==> config.mk <==
export PLATFORM = sky130hd
export DESIGN_NAME = hcd_delineation
export DESIGN_NICKNAME = d
export VERILOG_FILES = /design/src/hdl/hcd_pkg.sv /design/src/hdl/hcd_delineation.sv
export SDC_FILE = /design/constraint.sdc
export NUM_CORES = 1
export LEC_CHECK = 0
export BUFFER_PORTS_ARGS = -buffer_cell sky130_fd_sc_hd__buf_4
export CAP_MARGIN = 20
export CORE_AREA = 2 2 112 114
export CTS_BUF_LIST = sky130_fd_sc_hd__clkbuf_4
export DETAILED_ROUTE_END_ITERATION = 7
export DIE_AREA = 0 0 114 116
export GPL_TIMING_DRIVEN = 0
export HOLD_SLACK_MARGIN = 0.06
export PLACE_DENSITY = 0.87
export SYNTH_ARGS = -nofsm -noshare
export SYNTH_HDL_FRONTEND = slang
export SYNTH_SLANG_ARGS = --single-unit
==> constraint.sdc <==
create_clock -name mclk -period 7.6 [get_ports mclk]
set_input_delay 0.76 -clock mclk [delete_from_list [all_inputs] [get_ports mclk]]
set_output_delay 0.76 -clock mclk [all_outputs]
set_load 0.03 [all_outputs]
==> src/hdl/hcd_pkg.sv <==
// Shared constants and types for the receive cell delineation block.
package hcd_pkg;

    // Register offsets on the 8-bit microprocessor port.
    localparam logic [11:0] CTRL2_ADDR   = 12'h701;
    localparam logic [11:0] STATUS_ADDR  = 12'h707;
    localparam logic [11:0] INTSTAT_ADDR = 12'h70b;

    // Control byte 2 layout and value after reset.
    localparam int          CTRL_EN_BIT  = 1;
    localparam logic [1:0]  CTRL_RESET   = 2'h2;

    // Status register layout; the state field sits in bits 2 and 1.
    localparam int          STAT_LOSS_BIT  = 0;
    localparam int          STAT_FIELD_LSB = 1;
    localparam logic [1:0]  FLD_HUNT       = 2'h3;
    localparam logic [1:0]  FLD_PRESYNC    = 2'h1;
    localparam logic [1:0]  FLD_SYNC       = 2'h0;

    // Interrupt status byte 0 layout.
    localparam int          INT_DECL_BIT = 0;
    localparam int          INT_CLR_BIT  = 1;

    // Cell geometry and the header check code.
    localparam logic [5:0]  CELL_LAST  = 6'h34;
    localparam logic [5:0]  POS_EXTRA  = 6'h3f;
    localparam logic [7:0]  HEC_POLY   = 8'h07;
    localparam logic [7:0]  HEC_COSET  = 8'h55;

    // Confirmation and loss thresholds, expressed as the last count value.
    localparam logic [3:0]  DELTA_LAST = 4'h5;
    localparam logic [3:0]  ALPHA_LAST = 4'h6;

    // Input buffer shape.
    localparam int          DATA_W     = 8;
    localparam int          FIFO_DEPTH = 4;

    // Delineation states, one-hot.
    typedef enum logic [2:0] {
        ST_HUNT    = 3'h1,
        ST_PRESYNC = 3'h2,
        ST_SYNC    = 3'h4
    } hcd_state_t;

endpackage

==> src/hdl/hcd_delineation.sv <==
`timescale 1ns/1ns
// Function
// - Exactly three states: hunt, presync, sync.
// - Start in hunt after reset.
// - Hunt: check byte over four octets vs fifth.
// - Hunt mismatch: slip one bit, retry.
// - Hunt match moves to presync.
// - Presync: check a header every 53 bytes.
// - Presync: one mismatch returns to hunt.
// - Presync: DELTA matches in a row enter sync.
// - Sync entry clears loss flag and state field.
// - Sync entry raises regained interrupt, pin low.
// - Control byte 2: bits 1,0 writable, rest zero.
// - Processing runs only while enable bit is set.
// - Sync: ALPHA bad headers return to hunt.

// Small byte FIFO between the upstream stream and the delineator.
module hcd_fifo #(
    parameter int WIDTH = 8,
    parameter int DEPTH = 4
) (
    // Clock and reset.
    input  wire logic             mclk,
    input  wire logic             rstn,
    // Filling side.
    input  wire logic [WIDTH-1:0] in_data,
    input  wire logic             in_valid,
    output logic                  in_ready,
    // Draining side.
    output logic      [WIDTH-1:0] out_data,
    output logic                  out_valid,
    input  wire logic             out_ready
);
    localparam int AW = $clog2(DEPTH);

    logic [WIDTH-1:0] mem_ff [DEPTH];   // Storage words.
    logic [AW-1:0]    wr_ff, nxt_wr;    // Write pointer.
    logic [AW-1:0]    rd_ff, nxt_rd;    // Read pointer.
    logic [AW:0]      cnt_ff, nxt_cnt;  // Words held.
    logic             rdy_ff, nxt_rdy;  // Registered room indication.
    logic             push, pop;

    // Pointer and fill level arithmetic; ready is registered so it never depends on the drain in the same cycle.
    always_comb begin
        push    = in_valid && rdy_ff;
        pop     = out_ready && (cnt_ff != '0);
        nxt_wr  = push ? AW'(wr_ff + 1'b1) : wr_ff;
        nxt_rd  = pop ? AW'(rd_ff + 1'b1) : rd_ff;
        nxt_cnt = (AW+1)'(cnt_ff + (AW+1)'(push) - (AW+1)'(pop));
        nxt_rdy = (nxt_cnt != (AW+1)'(DEPTH));
    end

    // Register the pointers; storage carries no reset.
    always_ff @(posedge mclk) begin
        if (!rstn) begin
            wr_ff  <= '0;
            rd_ff  <= '0;
            cnt_ff <= '0;
            rdy_ff <= 1'b0;
        end else begin
            wr_ff  <= nxt_wr;
            rd_ff  <= nxt_rd;
            cnt_ff <= nxt_cnt;
            rdy_ff <= nxt_rdy;
        end
        if (push) begin
            mem_ff[wr_ff] <= in_data;
        end
    end

    assign in_ready  = rdy_ff;
    assign out_valid = (cnt_ff != '0);
    assign out_data  = mem_ff[rd_ff];
endmodule

// Cell delineation with its control, status and interrupt registers.
module hcd_delineation (
    // Clock and reset.
    input  wire logic        mclk,
    input  wire logic        rstn,
    // Unframed byte stream from the path overhead logic.
    input  wire logic [7:0]  rx_byte,
    input  wire logic        rx_valid,
    output logic             rx_ready,
    // Microprocessor register port.
    input  wire logic [11:0] reg_addr,
    input  wire logic        reg_wr,
    input  wire logic        reg_rd,
    input  wire logic [7:0]  reg_wdata,
    output logic      [7:0]  reg_rdata,
    // Events.
    output logic             int_n,
    output logic             cell_start
);
    // Header check byte over a 32-bit header, MSB first.
    function automatic logic [7:0] hec_calc(input logic [31:0] hdr);
        logic [7:0] crc;
        crc = 8'h00;
        for (int i = 31; i >= 0; i--) begin
            crc = {crc[6:0], 1'b0} ^ ((crc[7] ^ hdr[i]) ? hcd_pkg::HEC_POLY : 8'h00);
        end
        return crc ^ hcd_pkg::HEC_COSET;
    endfunction

    hcd_pkg::hcd_state_t state_ff, nxt_state;  // Delineation state.
    logic [47:0] win_ff, nxt_win;              // Last six bytes, oldest first.
    logic [5:0]  pos_ff, nxt_pos;              // Bytes since last check.
    logic [2:0]  off_ff, nxt_off;              // Bit offset of the candidate.
    logic [3:0]  good_ff, nxt_good;            // Consecutive matches in presync.
    logic [3:0]  bad_ff, nxt_bad;              // Consecutive errors in sync.
    logic        loss_ff, nxt_loss;            // Alignment loss flag.
    logic [1:0]  ctrl_ff, nxt_ctrl;            // Control byte 2 bits.
    logic [1:0]  int_ff, nxt_int;              // Interrupt status bits.
    logic        intn_ff, nxt_intn;            // Interrupt pin.
    logic [7:0]  rdata_ff, nxt_rdata;          // Read data.
    logic        start_ff, nxt_start;          // Cell boundary pulse.
    logic [7:0]  fifo_byte;
    logic        fifo_valid;
    logic        pop, check, match, en;
    logic [47:0] win_now;
    logic [39:0] cand;
    logic [1:0]  field;
    logic        int_set_decl, int_set_clr;

    // Buffer between the stream and the search; the search stalls it while disabled.
    hcd_fifo #(.WIDTH(hcd_pkg::DATA_W), .DEPTH(hcd_pkg::FIFO_DEPTH)) u_fifo (
        .mclk      (mclk),
        .rstn      (rstn),
        .in_data   (rx_byte),
        .in_valid  (rx_valid),
        .in_ready  (rx_ready),
        .out_data  (fifo_byte),
        .out_valid (fifo_valid),
        .out_ready (en)
    );

    // Candidate extraction and header check; a larger offset takes later bits.
    always_comb begin
        en      = ctrl_ff[hcd_pkg::CTRL_EN_BIT];
        pop     = fifo_valid && en;
        win_now = {win_ff[39:0], fifo_byte};
        cand    = win_now[47 - off_ff -: 40];
        check   = pop && (pos_ff == hcd_pkg::CELL_LAST);
        match   = (hec_calc(cand[39:8]) == cand[7:0]);
    end

    // Search state machine, byte counter and loss flag.
    always_comb begin
        nxt_state    = state_ff;
        nxt_win      = pop ? win_now : win_ff;
        nxt_pos      = pop ? ((pos_ff == hcd_pkg::CELL_LAST) ? 6'h00 : 6'(pos_ff + 1'b1)) : pos_ff;
        nxt_off      = off_ff;
        nxt_good     = good_ff;
        nxt_bad      = bad_ff;
        nxt_loss     = loss_ff;
        nxt_start    = 1'b0;
        int_set_decl = 1'b0;
        int_set_clr  = 1'b0;
        if (check) begin
            unique case (state_ff)
                hcd_pkg::ST_HUNT: begin
                    if (match) begin
                        nxt_state = hcd_pkg::ST_PRESYNC;
                        nxt_good  = 4'h0;
                    end else begin
                        // Slip one bit; past bit 7 the next byte is used, one byte later.
                        nxt_off = 3'(off_ff + 1'b1);
                        if (off_ff == 3'h7) begin
                            nxt_pos = hcd_pkg::POS_EXTRA;
                        end
                    end
                end
                hcd_pkg::ST_PRESYNC: begin
                    if (!match) begin
                        nxt_state = hcd_pkg::ST_HUNT;
                    end else if (good_ff == hcd_pkg::DELTA_LAST) begin
                        nxt_state   = hcd_pkg::ST_SYNC;
                        nxt_loss    = 1'b0;
                        nxt_bad     = 4'h0;
                        int_set_clr = 1'b1;
                    end else begin
                        nxt_good = 4'(good_ff + 1'b1);
                    end
                end
                hcd_pkg::ST_SYNC: begin
                    if (match) begin
                        nxt_bad   = 4'h0;
                        nxt_start = 1'b1;
                    end else if (bad_ff == hcd_pkg::ALPHA_LAST) begin
                        nxt_state    = hcd_pkg::ST_HUNT;
                        nxt_loss     = 1'b1;
                        int_set_decl = 1'b1;
                    end else begin
                        nxt_bad = 4'(bad_ff + 1'b1);
                    end
                end
            endcase
        end
    end

    // Search registers; reset places the machine in hunt with alignment lost.
    always_ff @(posedge mclk) begin
        if (!rstn) begin
            state_ff <= hcd_pkg::ST_HUNT;
            win_ff   <= 48'h0;
            pos_ff   <= 6'h00;
            off_ff   <= 3'h0;
            good_ff  <= 4'h0;
            bad_ff   <= 4'h0;
            loss_ff  <= 1'b1;
            start_ff <= 1'b0;
        end else begin
            state_ff <= nxt_state;
            win_ff   <= nxt_win;
            pos_ff   <= nxt_pos;
            off_ff   <= nxt_off;
            good_ff  <= nxt_good;
            bad_ff   <= nxt_bad;
            loss_ff  <= nxt_loss;
            start_ff <= nxt_start;
        end
    end

    // Register port: writes, clear-on-read interrupt bits and read data.
    always_comb begin
        unique case (state_ff)
            hcd_pkg::ST_HUNT:    field = hcd_pkg::FLD_HUNT;
            hcd_pkg::ST_PRESYNC: field = hcd_pkg::FLD_PRESYNC;
            hcd_pkg::ST_SYNC:    field = hcd_pkg::FLD_SYNC;
            default:             field = hcd_pkg::FLD_HUNT;
        endcase
        nxt_ctrl = ctrl_ff;
        if (reg_wr && reg_addr == hcd_pkg::CTRL2_ADDR) begin
            nxt_ctrl = reg_wdata[1:0];
        end
        // A read clears the byte, but an event in the same cycle still lands.
        nxt_int = int_ff;
        if (reg_rd && reg_addr == hcd_pkg::INTSTAT_ADDR) begin
            nxt_int = 2'h0;
        end
        nxt_int[hcd_pkg::INT_DECL_BIT] = nxt_int[hcd_pkg::INT_DECL_BIT] | int_set_decl;
        nxt_int[hcd_pkg::INT_CLR_BIT]  = nxt_int[hcd_pkg::INT_CLR_BIT] | int_set_clr;
        nxt_intn = ~|nxt_int;
        nxt_rdata = rdata_ff;
        if (reg_rd) begin
            unique case (reg_addr)
                hcd_pkg::CTRL2_ADDR:   nxt_rdata = {6'h00, ctrl_ff};
                hcd_pkg::STATUS_ADDR:  nxt_rdata = {5'h00, field, loss_ff};
                hcd_pkg::INTSTAT_ADDR: nxt_rdata = {6'h00, int_ff};
                default:               nxt_rdata = 8'h00;
            endcase
        end
    end

    // Register-port flops.
    always_ff @(posedge mclk) begin
        if (!rstn) begin
            ctrl_ff  <= hcd_pkg::CTRL_RESET;
            int_ff   <= 2'h0;
            intn_ff  <= 1'b1;
            rdata_ff <= 8'h00;
        end else begin
            ctrl_ff  <= nxt_ctrl;
            int_ff   <= nxt_int;
            intn_ff  <= nxt_intn;
            rdata_ff <= nxt_rdata;
        end
    end

    assign reg_rdata  = rdata_ff;
    assign int_n      = intn_ff;
    assign cell_start = start_ff;
endmodule

==> impl_metrics.toml <==
[clocking]
postCtsResizedCells = 0
clk_pin_slew_ns = 0.19
clockRootBuffer = "sky130_fd_sc_hd__clkbuf_4"
cts.hold.buffers_added = 0
cts_max_path_buffers = 2
post_cts_setup_repair_bufs = 0
cts_tree = "yes"
clkLatencyLatePin_ns = 0.50
cts_max_level = 3
cts_num_sinks = 112
number_of_buffers_inserted_during_clock_tree_synthesis = 9

[die]
chip_width_um = 114
rows = 40
core_region_area_um2 = 11910
boundaryPins = 44
die-area_um2 = 13220
fp.dieH_um = 116
initial_core_util_pct = 68.43

[timing]
fin_skew_ns = 0.02293
timing.max_slew.rel_slack_pct = 26.98
drv_slew = 0
worst_pin_slew_ns = 1.086
grt_setup_unrepaired = "false"
finalCritPeriodShare_pct = 59.88
tns_ns = 0
timing.final.hold_violations = 0
max_freq_mhz = 219.7
period_needed_ns = 4.551
report.final.setup_viol = 0

[worst_setup_path]
type_of_element_launching_the_critical_path = "flip-flop"
data_required_critical_path_ns = 8.00
crit_path_top_delay_cell = "sky130_fd_sc_hd__dfxtp_1"
critPathMaxStageDelay_ns = 0.57
cp.buffers_inverters = 5
criticalPathCategory = "flip-flop to flip-flop"
critical-path-top-delay-family = "buffers and inverters"
timing.critical_path.fanout_max = 10
cp.arrival_ns = 4.95
critical_path.cell_chain = "buf_6 -> buf_2 -> buf_2 -> mux4_2 -> mux2i_1 -> xor2_1 -> xnor3_1 -> xnor3_1 -> or2_2 -> mux2i_1 -> and4_1 -> buf_6 -> buf_6 -> o21bai_1 -> o21ai_0"
end_kind = "flip-flop"
path_common_cell = "sky130_fd_sc_hd__buf_6"

[synthesis]
ys_warn_count = 0
synthesis.area_per_instance_um2 = 10.13
synth_area_leader_cell = "sky130_fd_sc_hd__dfxtp_1"
netlist_instances = 805
postSynth.topFlopCell = "sky130_fd_sc_hd__dfxtp_1"
yosysSeqAreaShare_pct = 31.44
netlist_top_cells_area = "sky130_fd_sc_hd__dfxtp_1 20%, sky130_fd_sc_hd__mux4_2 13%, sky130_fd_sc_hd__edfxtp_1 12%"
synth-edff-count = 32
post_synth_design_cell_area_um2 = 8152
ys_types = 65
ys_ff_latch = 112
share_of_flip_flops_with_an_asynchronous_set_or_reset_after_synthesis_pct = 0
synth_top_cell_area_share_pct = 19.65

[power]
vdd_drop_max_mv = 0.2022
power_leakage_uw = 0.003316
power_density_nw_per_um2 = 257.6

[final_layout]
areaGrowthSynthToFinish_pct = 7.076
fillers = 800
finish.net_count = 900
diodes = 0
sequential_cell_area_um2 = 2562
instances_no_fill = 1004
layout-drive-gt1-share_pct = 17.50
multiInputGateArea_um2 = 5176

[global_route]
grt.overflow.total = 0
antenna_found_initial = 0
grt_start_max_net_pins = 22
global_route_wire_length_before_repair_mm = 31.73
first_global_vias = 6357
grt_usage_pct = 30.99

[hold_path]
holdCritPathClass = "primary input to flip-flop"

[drt]
drt_iter0_markers = 646
route.detailed.vias_per_inst = 6.418
route.detailed.wl_per_inst_um = 19.69
count_of_unresolved_drc_violations_after_routing = 0
drt_pre_antenna_iters = 5
antenna_left = 0
num_vias = 6444
wirelength_mm = 19.76

[placement]
hpwl_mm = 14.97
dp.cells = 988
globalplace.congestion = 0.9172
portBuffers = 32

[job]
max-cap-violations = 0

[status]
run_status = "finished clean"
Yosys cell counts (11+ instances only):
cell                         n
sky130_fd_sc_hd__o21ai_0    17
sky130_fd_sc_hd__clkbuf_1   36
sky130_fd_sc_hd__xor2_1     36
sky130_fd_sc_hd__mux2i_1    51
sky130_fd_sc_hd__buf_2      15
sky130_fd_sc_hd__a21oi_1    67
sky130_fd_sc_hd__mux4_2     46
sky130_fd_sc_hd__edfxtp_1   32
sky130_fd_sc_hd__dfxtp_1    80
sky130_fd_sc_hd__xnor3_1    22
sky130_fd_sc_hd__nand3_1    11
sky130_fd_sc_hd__nand2_1   124
sky130_fd_sc_hd__nor2_1     38
sky130_fd_sc_hd__ha_1       14
sky130_fd_sc_hd__xnor2_1    75
sky130_fd_sc_hd__inv_1      17
layout by cell type, fill, tap and decap left out, drive strengths merged, types with 32 or more instances in the layout:
master / count
nor2: 39
mux4: 47
nand2: 124
edfxtp: 32
buf: 66
a21oi: 68
xor2: 36
mux2i: 52
clkbuf: 45
xnor2: 79
dfxtp: 80
final cells by class:
type	instances	share of cell area, %
buffer	70	4.085
clock buffer	9	0.7741
clock inverter	7	0.8028
inverter	19	0.8171
multi-input combinational	608	59.30
sequential	112	29.36
tap	147	2.107
timing repair buffer	32	2.752
through the flow:
stage               instance area, um^2  setup slack, ns  util, %  total power [uW]  hold slack, ns
CTS                                8728            3.130    73.28              2231          0.4201
detailed placement                 8591            3.138    72.12              1944          0.4682
floorplan                          8167            3.646        -              1684          0.4360
global route                       8728            2.795    73.28              2368          0.4159
finish                             8728            3.049    73.28              2248          0.4456
global placement                   8591            3.234    72.12              1869          0.4508
kinds of logic (layout without fill, tap and decap cells):
group                    after synthesis  after routing  share of synthesized area, %
flip-flops                           112            112                         31.44
XOR/XNOR                             139            139                         19.39
other                                  1              5                       0.04600
buffers and inverters                 89            137                         5.249
AO/OA/AOI/OAI                        122            122                         8.903
adder cells (fa/ha/maj)               15             15                         2.395
multiplexers                         106            106                         20.43
AND/OR/NAND/NOR                      221            221                         12.16
per-layer routing:
metal | GRT usage, % | routed length [um] | vias up
met4 | 15.04 | 745 | 0
met5 | 0 | 0 | -
met2 | 51.39 | 9651 | 345
met3 | 5.126 | 1569 | 64
li1 | - | - | 2920
met1 | 39.97 | 7797 | 3115
sequential cells by signal, summed over array words and instances, names as in the netlist, 3 cells and up, named ones only:
register / count
good_ff: 4
pos_ff: 6
bad_ff: 4
off_ff: 3
state_ff: 3
u_fifo.mem_ff: 32
win_ff: 40
u_fifo.cnt_ff: 3
reg_rdata: 3
final timing paths:
check,from,endpoint,slack [ns],cells past startpoint
min reg2reg,bad_ff[3],bad_ff[3],0.49,2
max reg2reg,off_ff[1],bad_ff[1],3.05,15
min,rx_byte[2],u_fifo.mem_ff[2][2],0.45,1
max,off_ff[1],bad_ff[1],3.05,15
power breakdown:
| part | switching, uW | internal (uW) | total [uW] |
|---|---|---|---|
| registers | 86.2 | 695 | 781 |
| clock network | 212 | 76.9 | 289 |
| logic | 626 | 551 | 1180 |
Note: power is estimated with default switching activity, not from simulation.
